## src/core/plem_pkg.sv

```systemverilog
// Constants for the peripheral interrupt enable bank: map, fields, resets.
// Assumes a 32-bit AXI4-Lite slave with a 12-bit byte address.
package plem_pkg;
  // Register indexes as printed; byte address is four times the index
  localparam logic [9:0] IDX_ENABLE_FIRST = 10'h0b8;
  localparam logic [9:0] IDX_ENABLE_SECOND = 10'h09a;
  localparam logic [9:0] IDX_CONTROL = 10'h0c0;
  localparam logic [9:0] IDX_STATUS = 10'h0c1;
  localparam logic [9:0] IDX_MASK = 10'h0c2;
  localparam int ADDR_W = 12;
  localparam int NUM_SRC = 8;
  // Fields of the first enable register
  localparam int BIT_RELOAD_EN = 7;
  localparam int BIT_CMP0_EN = 2;
  localparam int BIT_SERIAL_EN = 1;
  localparam int BIT_TWO_WIRE_EN = 0;
  localparam logic [7:0] FIRST_WRITE_MASK = 8'hbf;
  // Fields of the second enable register
  localparam int BIT_CONVERTER_EN = 1;
  localparam logic [7:0] SECOND_WRITE_MASK = 8'h02;
  // Control register field
  localparam int BIT_GLOBAL_EN = 0;
  // Source order in request, status and mask vectors
  localparam int SRC_TWO_WIRE = 0;
  localparam int SRC_SERIAL = 1;
  localparam int SRC_CMP0 = 2;
  localparam int SRC_CONVERTER = 6;
  localparam int SRC_RELOAD = 7;
  // Reset values
  localparam logic [7:0] RESET_BYTE = 8'h00;
  localparam logic [31:0] RESET_WORD = 32'h0000_0000;
  // Bus responses
  localparam logic [1:0] RESP_OKAY = 2'h0;
  localparam logic [1:0] RESP_SLVERR = 2'h2;
endpackage

```

## src/core/plem_axil_slave.sv

```systemverilog
// AXI4-Lite slave front end: one write and one read under way at a time.
// Assumes the parent decodes addresses and answers reads in the same cycle.
module plem_axil_slave (
  // Clock and reset
  input wire logic mclk,
  input wire logic srst,
  // Write address and data
  input wire logic [11:0] s_axi_awaddr,
  input wire logic s_axi_awvalid,
  output logic s_axi_awready,
  input wire logic [31:0] s_axi_wdata,
  input wire logic [3:0] s_axi_wstrb,
  input wire logic s_axi_wvalid,
  output logic s_axi_wready,
  output logic [1:0] s_axi_bresp,
  output logic s_axi_bvalid,
  input wire logic s_axi_bready,
  // Read address and data
  input wire logic [11:0] s_axi_araddr,
  input wire logic s_axi_arvalid,
  output logic s_axi_arready,
  output logic [31:0] s_axi_rdata,
  output logic [1:0] s_axi_rresp,
  output logic s_axi_rvalid,
  input wire logic s_axi_rready,
  // Register side
  output logic wr_en,
  output logic [9:0] wr_idx,
  output logic [7:0] wr_data,
  output logic wr_lane0,
  input wire logic wr_err,
  output logic rd_en,
  output logic [9:0] rd_idx,
  input wire logic [31:0] rd_data,
  input wire logic rd_err
);
  logic aw_held_reg;
  logic w_held_reg;
  logic [11:0] awaddr_reg;
  logic [31:0] wdata_reg;
  logic [3:0] wstrb_reg;
  logic ar_held_reg;
  logic [11:0] araddr_reg;

  // Write fires once both halves are held and no response is pending
  assign wr_en = aw_held_reg && w_held_reg && !s_axi_bvalid;
  assign wr_idx = awaddr_reg[11:2];
  assign wr_data = wdata_reg[7:0];
  assign wr_lane0 = wstrb_reg[0];
  assign rd_en = ar_held_reg && !s_axi_rvalid;
  assign rd_idx = araddr_reg[11:2];

  // Address and data taken in either order, each held until the write fires
  // Ready flops mirror the held flags so the ports leave straight from a flop
  always_ff @(posedge mclk)
  begin
    if (srst)
    begin
      aw_held_reg <= 1'b0;
      w_held_reg <= 1'b0;
      s_axi_awready <= 1'b1;
      s_axi_wready <= 1'b1;
      awaddr_reg <= 12'h000;
      wdata_reg <= plem_pkg::RESET_WORD;
      wstrb_reg <= 4'h0;
    end
    else
    begin
      if (s_axi_awvalid && !aw_held_reg)
      begin
        aw_held_reg <= 1'b1;
        s_axi_awready <= 1'b0;
        awaddr_reg <= s_axi_awaddr;
      end
      else if (wr_en)
      begin
        aw_held_reg <= 1'b0;
        s_axi_awready <= 1'b1;
      end
      if (s_axi_wvalid && !w_held_reg)
      begin
        w_held_reg <= 1'b1;
        s_axi_wready <= 1'b0;
        wdata_reg <= s_axi_wdata;
        wstrb_reg <= s_axi_wstrb;
      end
      else if (wr_en)
      begin
        w_held_reg <= 1'b0;
        s_axi_wready <= 1'b1;
      end
    end
  end

  // Write response held until the master takes it
  always_ff @(posedge mclk)
  begin
    if (srst)
    begin
      s_axi_bvalid <= 1'b0;
      s_axi_bresp <= plem_pkg::RESP_OKAY;
    end
    else if (wr_en)
    begin
      s_axi_bvalid <= 1'b1;
      s_axi_bresp <= wr_err ? plem_pkg::RESP_SLVERR : plem_pkg::RESP_OKAY;
    end
    else if (s_axi_bready)
      s_axi_bvalid <= 1'b0;
  end

  // Read address latch, then data captured one cycle later
  always_ff @(posedge mclk)
  begin
    if (srst)
    begin
      ar_held_reg <= 1'b0;
      s_axi_arready <= 1'b1;
      araddr_reg <= 12'h000;
      s_axi_rvalid <= 1'b0;
      s_axi_rdata <= plem_pkg::RESET_WORD;
      s_axi_rresp <= plem_pkg::RESP_OKAY;
    end
    else
    begin
      if (s_axi_arvalid && !ar_held_reg)
      begin
        ar_held_reg <= 1'b1;
        s_axi_arready <= 1'b0;
        araddr_reg <= s_axi_araddr;
      end
      else if (rd_en)
      begin
        ar_held_reg <= 1'b0;
        s_axi_arready <= 1'b1;
      end
      if (rd_en)
      begin
        s_axi_rvalid <= 1'b1;
        s_axi_rdata <= rd_data;
        s_axi_rresp <= rd_err ? plem_pkg::RESP_SLVERR : plem_pkg::RESP_OKAY;
      end
      else if (s_axi_rready)
        s_axi_rvalid <= 1'b0;
    end
  end
endmodule

```

## src/core/plem_enable_bank.sv

```systemverilog
// Top of the peripheral interrupt enable bank with its AXI4-Lite registers.
// Assumes peripheral request flags are level signals on the mclk domain.
module plem_enable_bank (
  // Clock and reset
  input wire logic mclk,
  input wire logic srst,
  // AXI4-Lite write channels
  input wire logic [11:0] s_axi_awaddr,
  input wire logic s_axi_awvalid,
  output logic s_axi_awready,
  input wire logic [31:0] s_axi_wdata,
  input wire logic [3:0] s_axi_wstrb,
  input wire logic s_axi_wvalid,
  output logic s_axi_wready,
  output logic [1:0] s_axi_bresp,
  output logic s_axi_bvalid,
  input wire logic s_axi_bready,
  // AXI4-Lite read channels
  input wire logic [11:0] s_axi_araddr,
  input wire logic s_axi_arvalid,
  output logic s_axi_arready,
  output logic [31:0] s_axi_rdata,
  output logic [1:0] s_axi_rresp,
  output logic s_axi_rvalid,
  input wire logic s_axi_rready,
  // Peripheral request flags
  input wire logic timer2_reload_flag,
  input wire logic [3:0] timer2_cmp_flag,
  input wire logic serial_periph_flag,
  input wire logic two_wire_flag,
  input wire logic converter_flag,
  // Gated requests toward the core
  output logic timer2_reload_irq,
  output logic [3:0] timer2_cmp_irq,
  output logic serial_periph_irq,
  output logic two_wire_irq,
  output logic converter_irq,
  // Summary interrupt
  output logic irq
);
  logic [7:0] irq_enable_first_reg;
  logic [7:0] irq_enable_second_reg;
  logic global_irq_en_reg;
  logic [7:0] status_reg;
  logic [7:0] status_next;
  logic [7:0] mask_reg;
  logic [7:0] flag_prev_reg;
  logic [7:0] req_flag;
  logic [7:0] src_en;
  logic [7:0] req_taken;
  logic [7:0] flag_rise;
  logic [7:0] status_clr;
  logic wr_en;
  logic [9:0] wr_idx;
  logic [7:0] wr_data;
  logic wr_lane0;
  logic wr_err;
  logic rd_en;
  logic [9:0] rd_idx;
  logic [31:0] rd_data;
  logic rd_err;
  logic timer2_reload_irq_en;
  logic [3:0] timer2_cmp_irq_en;
  logic serial_periph_irq_en;
  logic two_wire_irq_en;
  logic converter_irq_en;

  plem_axil_slave u_bus (
    .mclk(mclk),
    .srst(srst),
    .s_axi_awaddr(s_axi_awaddr),
    .s_axi_awvalid(s_axi_awvalid),
    .s_axi_awready(s_axi_awready),
    .s_axi_wdata(s_axi_wdata),
    .s_axi_wstrb(s_axi_wstrb),
    .s_axi_wvalid(s_axi_wvalid),
    .s_axi_wready(s_axi_wready),
    .s_axi_bresp(s_axi_bresp),
    .s_axi_bvalid(s_axi_bvalid),
    .s_axi_bready(s_axi_bready),
    .s_axi_araddr(s_axi_araddr),
    .s_axi_arvalid(s_axi_arvalid),
    .s_axi_arready(s_axi_arready),
    .s_axi_rdata(s_axi_rdata),
    .s_axi_rresp(s_axi_rresp),
    .s_axi_rvalid(s_axi_rvalid),
    .s_axi_rready(s_axi_rready),
    .wr_en(wr_en),
    .wr_idx(wr_idx),
    .wr_data(wr_data),
    .wr_lane0(wr_lane0),
    .wr_err(wr_err),
    .rd_en(rd_en),
    .rd_idx(rd_idx),
    .rd_data(rd_data),
    .rd_err(rd_err)
  );

  // Named enable fields out of the two enable registers
  assign timer2_reload_irq_en = irq_enable_first_reg[plem_pkg::BIT_RELOAD_EN];
  assign timer2_cmp_irq_en = irq_enable_first_reg[plem_pkg::BIT_CMP0_EN +: 4];
  assign serial_periph_irq_en = irq_enable_first_reg[plem_pkg::BIT_SERIAL_EN];
  assign two_wire_irq_en = irq_enable_first_reg[plem_pkg::BIT_TWO_WIRE_EN];
  assign converter_irq_en = irq_enable_second_reg[plem_pkg::BIT_CONVERTER_EN];

  // Source vectors in one order for flags, enables, status and mask
  assign req_flag = {timer2_reload_flag, converter_flag, timer2_cmp_flag,
                     serial_periph_flag, two_wire_flag};
  assign src_en[plem_pkg::SRC_RELOAD] = timer2_reload_irq_en;
  assign src_en[plem_pkg::SRC_CONVERTER] = converter_irq_en;
  assign src_en[plem_pkg::SRC_CMP0 +: 4] = timer2_cmp_irq_en;
  assign src_en[plem_pkg::SRC_SERIAL] = serial_periph_irq_en;
  assign src_en[plem_pkg::SRC_TWO_WIRE] = two_wire_irq_en;

  plem_irq_gate u_gate (
    .mclk(mclk),
    .srst(srst),
    .req_flag(req_flag),
    .src_en(src_en),
    .global_en(global_irq_en_reg),
    .req_taken(req_taken)
  );

  // Gated outputs come straight from the gate flip-flops
  assign timer2_reload_irq = req_taken[plem_pkg::SRC_RELOAD];
  assign converter_irq = req_taken[plem_pkg::SRC_CONVERTER];
  assign timer2_cmp_irq = req_taken[plem_pkg::SRC_CMP0 +: 4];
  assign serial_periph_irq = req_taken[plem_pkg::SRC_SERIAL];
  assign two_wire_irq = req_taken[plem_pkg::SRC_TWO_WIRE];

  // Write decode: only byte lane 0 carries register bits
  always_ff @(posedge mclk)
  begin
    if (srst)
    begin
      irq_enable_first_reg <= plem_pkg::RESET_BYTE;
      irq_enable_second_reg <= plem_pkg::RESET_BYTE;
    end
    else if (wr_en && wr_lane0)
    begin
      if (wr_idx == plem_pkg::IDX_ENABLE_FIRST)
        irq_enable_first_reg <= wr_data & plem_pkg::FIRST_WRITE_MASK;
      if (wr_idx == plem_pkg::IDX_ENABLE_SECOND)
        irq_enable_second_reg <= wr_data & plem_pkg::SECOND_WRITE_MASK;
    end
  end

  // Global enable and event mask live in registers of their own
  always_ff @(posedge mclk)
  begin
    if (srst)
    begin
      global_irq_en_reg <= 1'b0;
      mask_reg <= plem_pkg::RESET_BYTE;
    end
    else if (wr_en && wr_lane0)
    begin
      if (wr_idx == plem_pkg::IDX_CONTROL)
        global_irq_en_reg <= wr_data[plem_pkg::BIT_GLOBAL_EN];
      if (wr_idx == plem_pkg::IDX_MASK)
        mask_reg <= wr_data;
    end
  end

  // Writes to the status register are accepted but change nothing
  always_comb
  begin
    case (wr_idx)
      plem_pkg::IDX_ENABLE_FIRST,
      plem_pkg::IDX_ENABLE_SECOND,
      plem_pkg::IDX_CONTROL,
      plem_pkg::IDX_STATUS,
      plem_pkg::IDX_MASK: wr_err = 1'b0;
      default: wr_err = 1'b1;
    endcase
  end

  // Read mux; reserved bits and upper lanes read as zero
  always_comb
  begin
    rd_data = plem_pkg::RESET_WORD;
    rd_err = 1'b0;
    case (rd_idx)
      plem_pkg::IDX_ENABLE_FIRST: rd_data[7:0] = irq_enable_first_reg;
      plem_pkg::IDX_ENABLE_SECOND: rd_data[7:0] = irq_enable_second_reg;
      plem_pkg::IDX_CONTROL: rd_data[plem_pkg::BIT_GLOBAL_EN] = global_irq_en_reg;
      plem_pkg::IDX_STATUS: rd_data[7:0] = status_reg;
      plem_pkg::IDX_MASK: rd_data[7:0] = mask_reg;
      default: rd_err = 1'b1;
    endcase
  end

  // Events are flag rising edges, seen whatever the enables say
  assign flag_rise = req_flag & ~flag_prev_reg;
  assign status_clr = (rd_en && rd_idx == plem_pkg::IDX_STATUS) ? 8'hff : 8'h00;
  // A new event in the clearing read cycle survives the clear
  assign status_next = (status_reg & ~status_clr) | flag_rise;

  always_ff @(posedge mclk)
  begin
    if (srst)
    begin
      flag_prev_reg <= plem_pkg::RESET_BYTE;
      status_reg <= plem_pkg::RESET_BYTE;
    end
    else
    begin
      flag_prev_reg <= req_flag;
      status_reg <= status_next;
    end
  end

  // Summary line registered from the next status so it follows within a cycle
  always_ff @(posedge mclk)
  begin
    if (srst)
      irq <= 1'b0;
    else
      irq <= |(status_next & mask_reg);
  end
endmodule

```

## src/core/plem_irq_gate.sv

```systemverilog
// Per-source gate: request flag AND individual enable AND global enable.
// Assumes flags come from logic on mclk, so no synchroniser is needed.
module plem_irq_gate (
  // Clock and reset
  input wire logic mclk,
  input wire logic srst,
  // Gate inputs
  input wire logic [7:0] req_flag,
  input wire logic [7:0] src_en,
  input wire logic global_en,
  // Gated requests toward the core
  output logic [7:0] req_taken
);
  genvar i;
  // One registered gate per source; the flag itself is never altered
  generate
    for (i = 0; i < plem_pkg::NUM_SRC; i++)
    begin : g_src
      always_ff @(posedge mclk)
      begin
        if (srst)
          req_taken[i] <= 1'b0;
        else
          req_taken[i] <= req_flag[i] && src_en[i] && global_en;
      end
    end
  endgenerate
endmodule

```

## config.mk

```make
export PLATFORM = sky130hd
export DESIGN_NAME = plem_enable_bank
export DESIGN_NICKNAME = d
export VERILOG_FILES = /design/src/core/plem_pkg.sv /design/src/core/plem_axil_slave.sv /design/src/core/plem_enable_bank.sv /design/src/core/plem_irq_gate.sv
export SDC_FILE = /design/constraint.sdc
export NUM_CORES = 1
export LEC_CHECK = 0
export BUFFER_PORTS_ARGS = -buffer_cell sky130_fd_sc_hd__buf_2
export CAP_MARGIN = 15
export CORE_MARGIN = 1.5
export CORE_UTILIZATION = 40
export DETAILED_ROUTE_END_ITERATION = 12
export PLACE_DENSITY_LB_ADDON = 0.05
export SLEW_MARGIN = 20
export SYNTH_ARGS = -nofsm -noshare
export SYNTH_HDL_FRONTEND = slang
export SYNTH_HIERARCHICAL = 1
export SYNTH_SLANG_ARGS = --single-unit
```

## constraint.sdc

```tcl
create_clock -name mclk -period 4.5 [get_ports mclk]
set_input_delay 0.675 -clock mclk [delete_from_list [all_inputs] [get_ports mclk]]
set_output_delay 0.675 -clock mclk [all_outputs]
set_load 0.05 [all_outputs]
```

# Word level (Yosys, flattened, before mapping)
# Cells that the tools add are included.
[word_totals]
regBits = 95
out_inout_bits = 50
word_cells = 106
input_bits = 75
[op_classes]
bitwise = 6
reduce_logical = 41
eq_ne = 10
n_mux = 19
[ops]
columns = ["cell", "count"]
rows = [
  ["equality test 10 x 8 -> 1 bit (second input constant)", 10],
  ["one-hot mux 7 bit (4 select lines)", 1],
  ["bitwise AND 8 bit", 3],
  ["logical AND 1 bit", 24],
  ["NOT 8 bit", 2],
  ["2-to-1 mux 1 bit", 14],
  ["nonzero test 2 bit", 5],
  ["OR reduction 5 bit", 2],
  ["2-to-1 mux 8 bit", 1],
  ["bitwise OR 8 bit", 1],
  ["AND reduction 2 bit", 4],
  ["OR reduction 8 bit", 1],
  ["logical NOT 1 bit", 5],
  ["2-to-1 mux 2 bit", 2],
  ["one-hot mux 1 bit (4 select lines)", 1],
]

# Depth between registers and ports, before layout
[logic_depth]
depth_word = 9
depth_mapped = 10
ltp_nobuf = 7

# By module
# The synthesis kept the hierarchy.
[by_module_without_submodules]
columns = ["mod", "area_per_inst_um2", "cells_per_inst", "seq_area_each_um2", "instances"]
rows = [
  ["plem_axil_slave", 2608.8, 315, 1421.4, 1],
  ["plem_enable_bank", 1595.3, 176, 680.7, 1],
  ["plem_irq_gate", 240.2, 16, 160.2, 1],
]

# Worst setup path after synthesis
# Ideal clock, no wire load.
[synth_path]
kind = "register to register"
from = "register u_bus.s_axi_rvalid"
to = "register irq"
n_path_buf = 3
stages_incl_launch_ff = 11
t_arrival_ps = 2269
required_ps = 4357
setup_time_ps = 143
path_slack_ps = 2088
period_less_slack_ps = 2412
path_cell_list = "dfxtp_1 > nand2b_1 > buf_6 > clkinv_4 > buf_8 > nand2_1 > or4_4 > buf_6 > a22o_1 > a2111oi_2 > a41oi_1"
[synth_via]
elab_chain_cells = 9
[synth_lines]
columns = ["item", "line_no", "rtl"]
rows = [
  ["start, declared", "plem_axil_slave.sv:24", "output logic s_axi_rvalid,"],
  ["start signal, assigned", "plem_axil_slave.sv:120", "s_axi_rvalid <= 1'b0;"],
  ["start signal, assigned", "plem_axil_slave.sv:139", "s_axi_rvalid <= 1'b1;"],
  ["start signal, assigned", "plem_axil_slave.sv:144", "s_axi_rvalid <= 1'b0;"],
  ["logical NOT 1 bit", "plem_axil_slave.sv:50", "assign rd_en = ar_held_reg && !s_axi_rvalid;"],
  ["logical AND 1 bit", "plem_axil_slave.sv:50", ""],
  ["named net rd_en", "plem_enable_bank.sv:58", "logic rd_en;"],
  ["logical AND 1 bit", "plem_enable_bank.sv:195", "assign status_clr = (rd_en && rd_idx == plem_pkg::IDX_STATUS) ? 8'hff : 8'h00;"],
  ["2-to-1 mux 8 bit", "plem_enable_bank.sv:195", ""],
  ["NOT 8 bit", "plem_enable_bank.sv:197", "assign status_next = (status_reg & ~status_clr) | flag_rise;"],
  ["bitwise AND 8 bit", "plem_enable_bank.sv:197", ""],
  ["bitwise OR 8 bit", "plem_enable_bank.sv:197", ""],
  ["bitwise AND 8 bit", "plem_enable_bank.sv:219", "irq <= |(status_next & mask_reg);"],
  ["OR reduction 8 bit", "plem_enable_bank.sv:219", ""],
  ["end signal, assigned", "plem_enable_bank.sv:219", ""],
  ["end, declared", "plem_enable_bank.sv:39", "output logic irq"],
]
# The timed path passes the listed nets, and every way through them passes these cells.
# A chain may end at the register's enable or synchronous reset.

# Final worst setup path
[layout_path]
from = "register u_bus.araddr_reg[7]"
to = "register irq"
[layout_via]
elab_chain_cells = 8
[layout_lines]
columns = ["item", "line_no", "rtl"]
rows = [
  ["start, declared", "plem_axil_slave.sv:43", "logic [11:0] araddr_reg;"],
  ["start signal, assigned", "plem_axil_slave.sv:130", "araddr_reg <= s_axi_araddr;"],
  ["equality test 10 x 8 -> 1 bit", "plem_enable_bank.sv:195", ""],
  ["logical AND 1 bit", "plem_enable_bank.sv:195", ""],
  ["2-to-1 mux 8 bit", "plem_enable_bank.sv:195", ""],
  ["NOT 8 bit", "plem_enable_bank.sv:197", ""],
  ["bitwise AND 8 bit", "plem_enable_bank.sv:197", ""],
  ["bitwise OR 8 bit", "plem_enable_bank.sv:197", ""],
  ["bitwise AND 8 bit", "plem_enable_bank.sv:219", ""],
  ["OR reduction 8 bit", "plem_enable_bank.sv:219", ""],
]
# Every way passes these cells.

==> summary.txt <==
Place
  – Port bufs: 91
  – Dpl cells: about 740
  – GPL Wtd Cong: 0.739
  – HPWL after DPL: 6720 um

Setup path
  – Critical path, cell by cell: or4b_4 > or4_4 > a22o_1 > a2111oi_2 > a41oi_1
  – CP Capture Type: flop
  – Slowest stage delay, CP: 0.61 ns
  – Path depth of the worst reg2reg path: 5
  – Crit path from: u_bus/araddr_reg[7]$_SDFFE_PP0P_
  – RR Startpoint: u_bus/araddr_reg[7]$_SDFFE_PP0P_
  – Worst R2R Setup Slack: 2.07 ns
  – Critical Path AT: 2.78 ns
  – CP startpoint kind: flop
  – CP max FO: 8
  – Worst setup path class: reg -> reg
  – Req. time, crit path: 4.85 ns
  – Slowest-stage cell, CP: or4_4

Drt
  – Residual DRC: 0
  – Antenna Violating Nets Remaining: 0
  – First drt pass iteration count: 4
  – Wire length per cell: approximately 13 um
  – Via count: approximately 3700
  – Detail-routed via count per cell: 4.82
  – Initial DRC count: 227
  – Final wirelength: 10200 um

Hold path
  – HP Class: in -> reg
  – Hold depth: 2
  – Hold path startpoint: timer2_cmp_flag[0]

Logic synthesis
  – Top FF cell, synth: dfxtp_1
  – Ys Warns: 6
  – Synth Instances: 507
  – Synth top area share: 50.9%
  – Netlist Area Pre-Place: 4440 sq um
  – Number of synthesized register bits: between 100 and 150
  – Ranking of synthesized cells by area: dfxtp_1, nand2_1, a21oi_1
  – Post-synthesis cell type count: 47
  – Asr flop ratio synth: 0%
  – Post-synth EDFFs: 0
  – Mapped Avg Cell Area: between 8 and 9 sq um
  – Cell taking the most area after synthesis: dfxtp_1
  – Most frequent cell after synthesis: nand2_1
  – Seq/Total Area, Yosys: 50.9%
  – List of most frequent post-synthesis cells: nand2_1, dfxtp_1, a21oi_1

Clock network
  – Gates resized, CTS repair: 0
  – Max Buffers Root-to-Sink: 2
  – Num CTS Buffers: 17
  – Setup Fix Bufs, Post-CTS: 0
  – Hold-fix buffers, CTS: 0
  – Clock Latency Late Sink: 0.52 ns
  – TritonCTS Sinks: 113
  – H-Tree Depth: 4
  – Root Driver: clkbuf_8
  – Worst-path clk slew: ~0.05 ns
  – CTS tree: yes

Floorplan
  – Die extent in y: 108 um
  – FP Rows: 38
  – Die width: approximately 110 um
  – IO Count: 125
  – Core footprint: 10800 sq um
  – Die ar.: 11800 sq um
  – Initial Util: 41.0%

Final layout
  – Fin cells: ~760
  – P&R area growth vs syn: 23.4%
  – Layout cells sized above 1: a little over a fifth
  – Number of flip-flops under the largest register name: 32
  – Diode count: 0
  – # nets final: 690
  – Fillcell total: 1079

Power and ir drop
  – Total power divided by cell area: 436 nW/um^2
  – Logic pwr share: between 9 and 10%
  – NetSw: 0.000586 W
  – Int Power: around 0.0018 W
  – Tot Pwr: 0.00239 W
  – Switching Share: 24.5%
  – P_leak: 2.37 nW
  – Power share of the sequential group: 45.0%
  – Clock share of power: 45.9%
  – Worst VDD drop: 0.000270 V

Timing
  – Maximum clock frequency: 412 MHz
  – Fin. max-slew vios: 0
  – Hold Fails Final Rpt: 0
  – Final min period: 2.43 ns
  – Setup violators final: 0
  – Setup TNS: 0 ns
  – Clock Skew: around 0.005 ns
  – Unrepaired setup endpoints after global routing: no
  – Worst-margin pin slew: 0.913 ns
  – Period utilization: 54.0%
  – Max_slew headroom: 38.8%

GRT
  – First-pass GRT wire length: 16600 um
  – Total global routing track utilization: 18.6%
  – Vias in the first global route: about 3400
  – GRT overflow: 0
  – Initial antenna violation count: 0
  – Largest net degree at the start of global routing: 81

Flow run
  – Max Cap Violations: 0

Outcome
  – Status: completed
[metrics by stage]
| stage | hold WS [ns] | util, % | setup slack, ns | cell area, sq um |
|---|---|---|---|---|
| 2_1_floorplan | 0.431 | - | 2.09 | 4530 |
| 3_3_place_gp | 0.440 | 46.2 | 2.09 | 5010 |
| 3_5_place_dp | 0.446 | 46.2 | 2.07 | 5010 |
| 4_1_cts | 0.370 | 50.6 | 2.06 | 5480 |
| 5_1_grt | 0.379 | 50.6 | 1.93 | 5480 |
| 6_report | 0.392 | 50.6 | 2.07 | 5480 |
[worst max-delay path: cells and delay by family, from the launching register on]
family	cells	cell delay, ns
flip-flops	1	0.33
AND/OR/NAND/NOR	2	1.14
AO/OA/AOI/OAI	3	0.80
[kinds of logic (layout without fill, tap and decap cells)]
kind of cell | Yosys count | in the layout | share of synthesized area, %
DFF | 113 | 113 | 50.9
other | 2 | 26 | 0.169
muxes | 18 | 18 | 4.05
buffers and inverters | 43 | 136 | 5.43
and+or+nand+nor | 227 | 227 | 24.6
AOI/OAI and AO/OA | 104 | 104 | 14.9
[worst paths after layout]
path | endpoint
worst max-delay path | irq$_SDFF_PP0_
worst min register to register | u_bus/s_axi_rdata[6]$_SDFFE_PP0P_
worst min-delay path | flag_prev_reg[2]$_SDFF_PP0_
worst max register to register | irq$_SDFF_PP0_
[cells in the final DEF (no fill, tap or decap), types with 2 or more instances in the layout]
cell / instances
nand2_1: 129
dfxtp_1: 113
buf_2: 90
a21oi_1: 58
nor2_1: 33
conb_1: 26
nor2b_1: 23
mux2i_1: 18
a21oi_2: 17
clkbuf_16: 16
inv_1: 13
clkbuf_1: 8
and4b_1: 8
nand2b_1: 7
o21ai_0: 7
a222oi_1: 6
a22o_1: 4
buf_4: 4
nand4b_1: 3
and3b_1: 3
nor3_1: 3
a31oi_1: 3
clkbuf_8: 3
nand4_1: 2
nand3b_1: 2
and2_1: 2
o21ai_1: 2
o21bai_1: 2
[cell type report]
type	count	area, sq um	share of cell area [%]
Clock buffer	27	472	8.60
Clock inverter	1	5.00	0.0913
Inverter	14	57.6	1.05
Multi-Input combinational cell	375	2030	37.0
Sequential cell	113	2260	41.3
Tap cell	140	175	3.19
Timing Repair Buffer	94	480	8.76
[power by group through the flow]
stage / sequential [W] / combinational [W] / clock [W]
global placement: 0.00109 / 0.000217 / 0
CTS: 0.00107 / 0.000220 / 0.00112
global route: 0.00108 / 0.000241 / 0.00117
finish: 0.00107 / 0.000219 / 0.00110
floorplan: 0.00114 / 0.000118 / 0
detailed placement: 0.00109 / 0.000219 / 0
[layer usage]
layer	global-route usage, %	share of wire, %	wire [um]
met5	0	0	0
met4	7.24	1.2	124
met3	6.93	5.4	550
met2	28.8	47	4730
met1	23.3	47	4770
No activity file was read; power rests on OpenSTA's default activity.
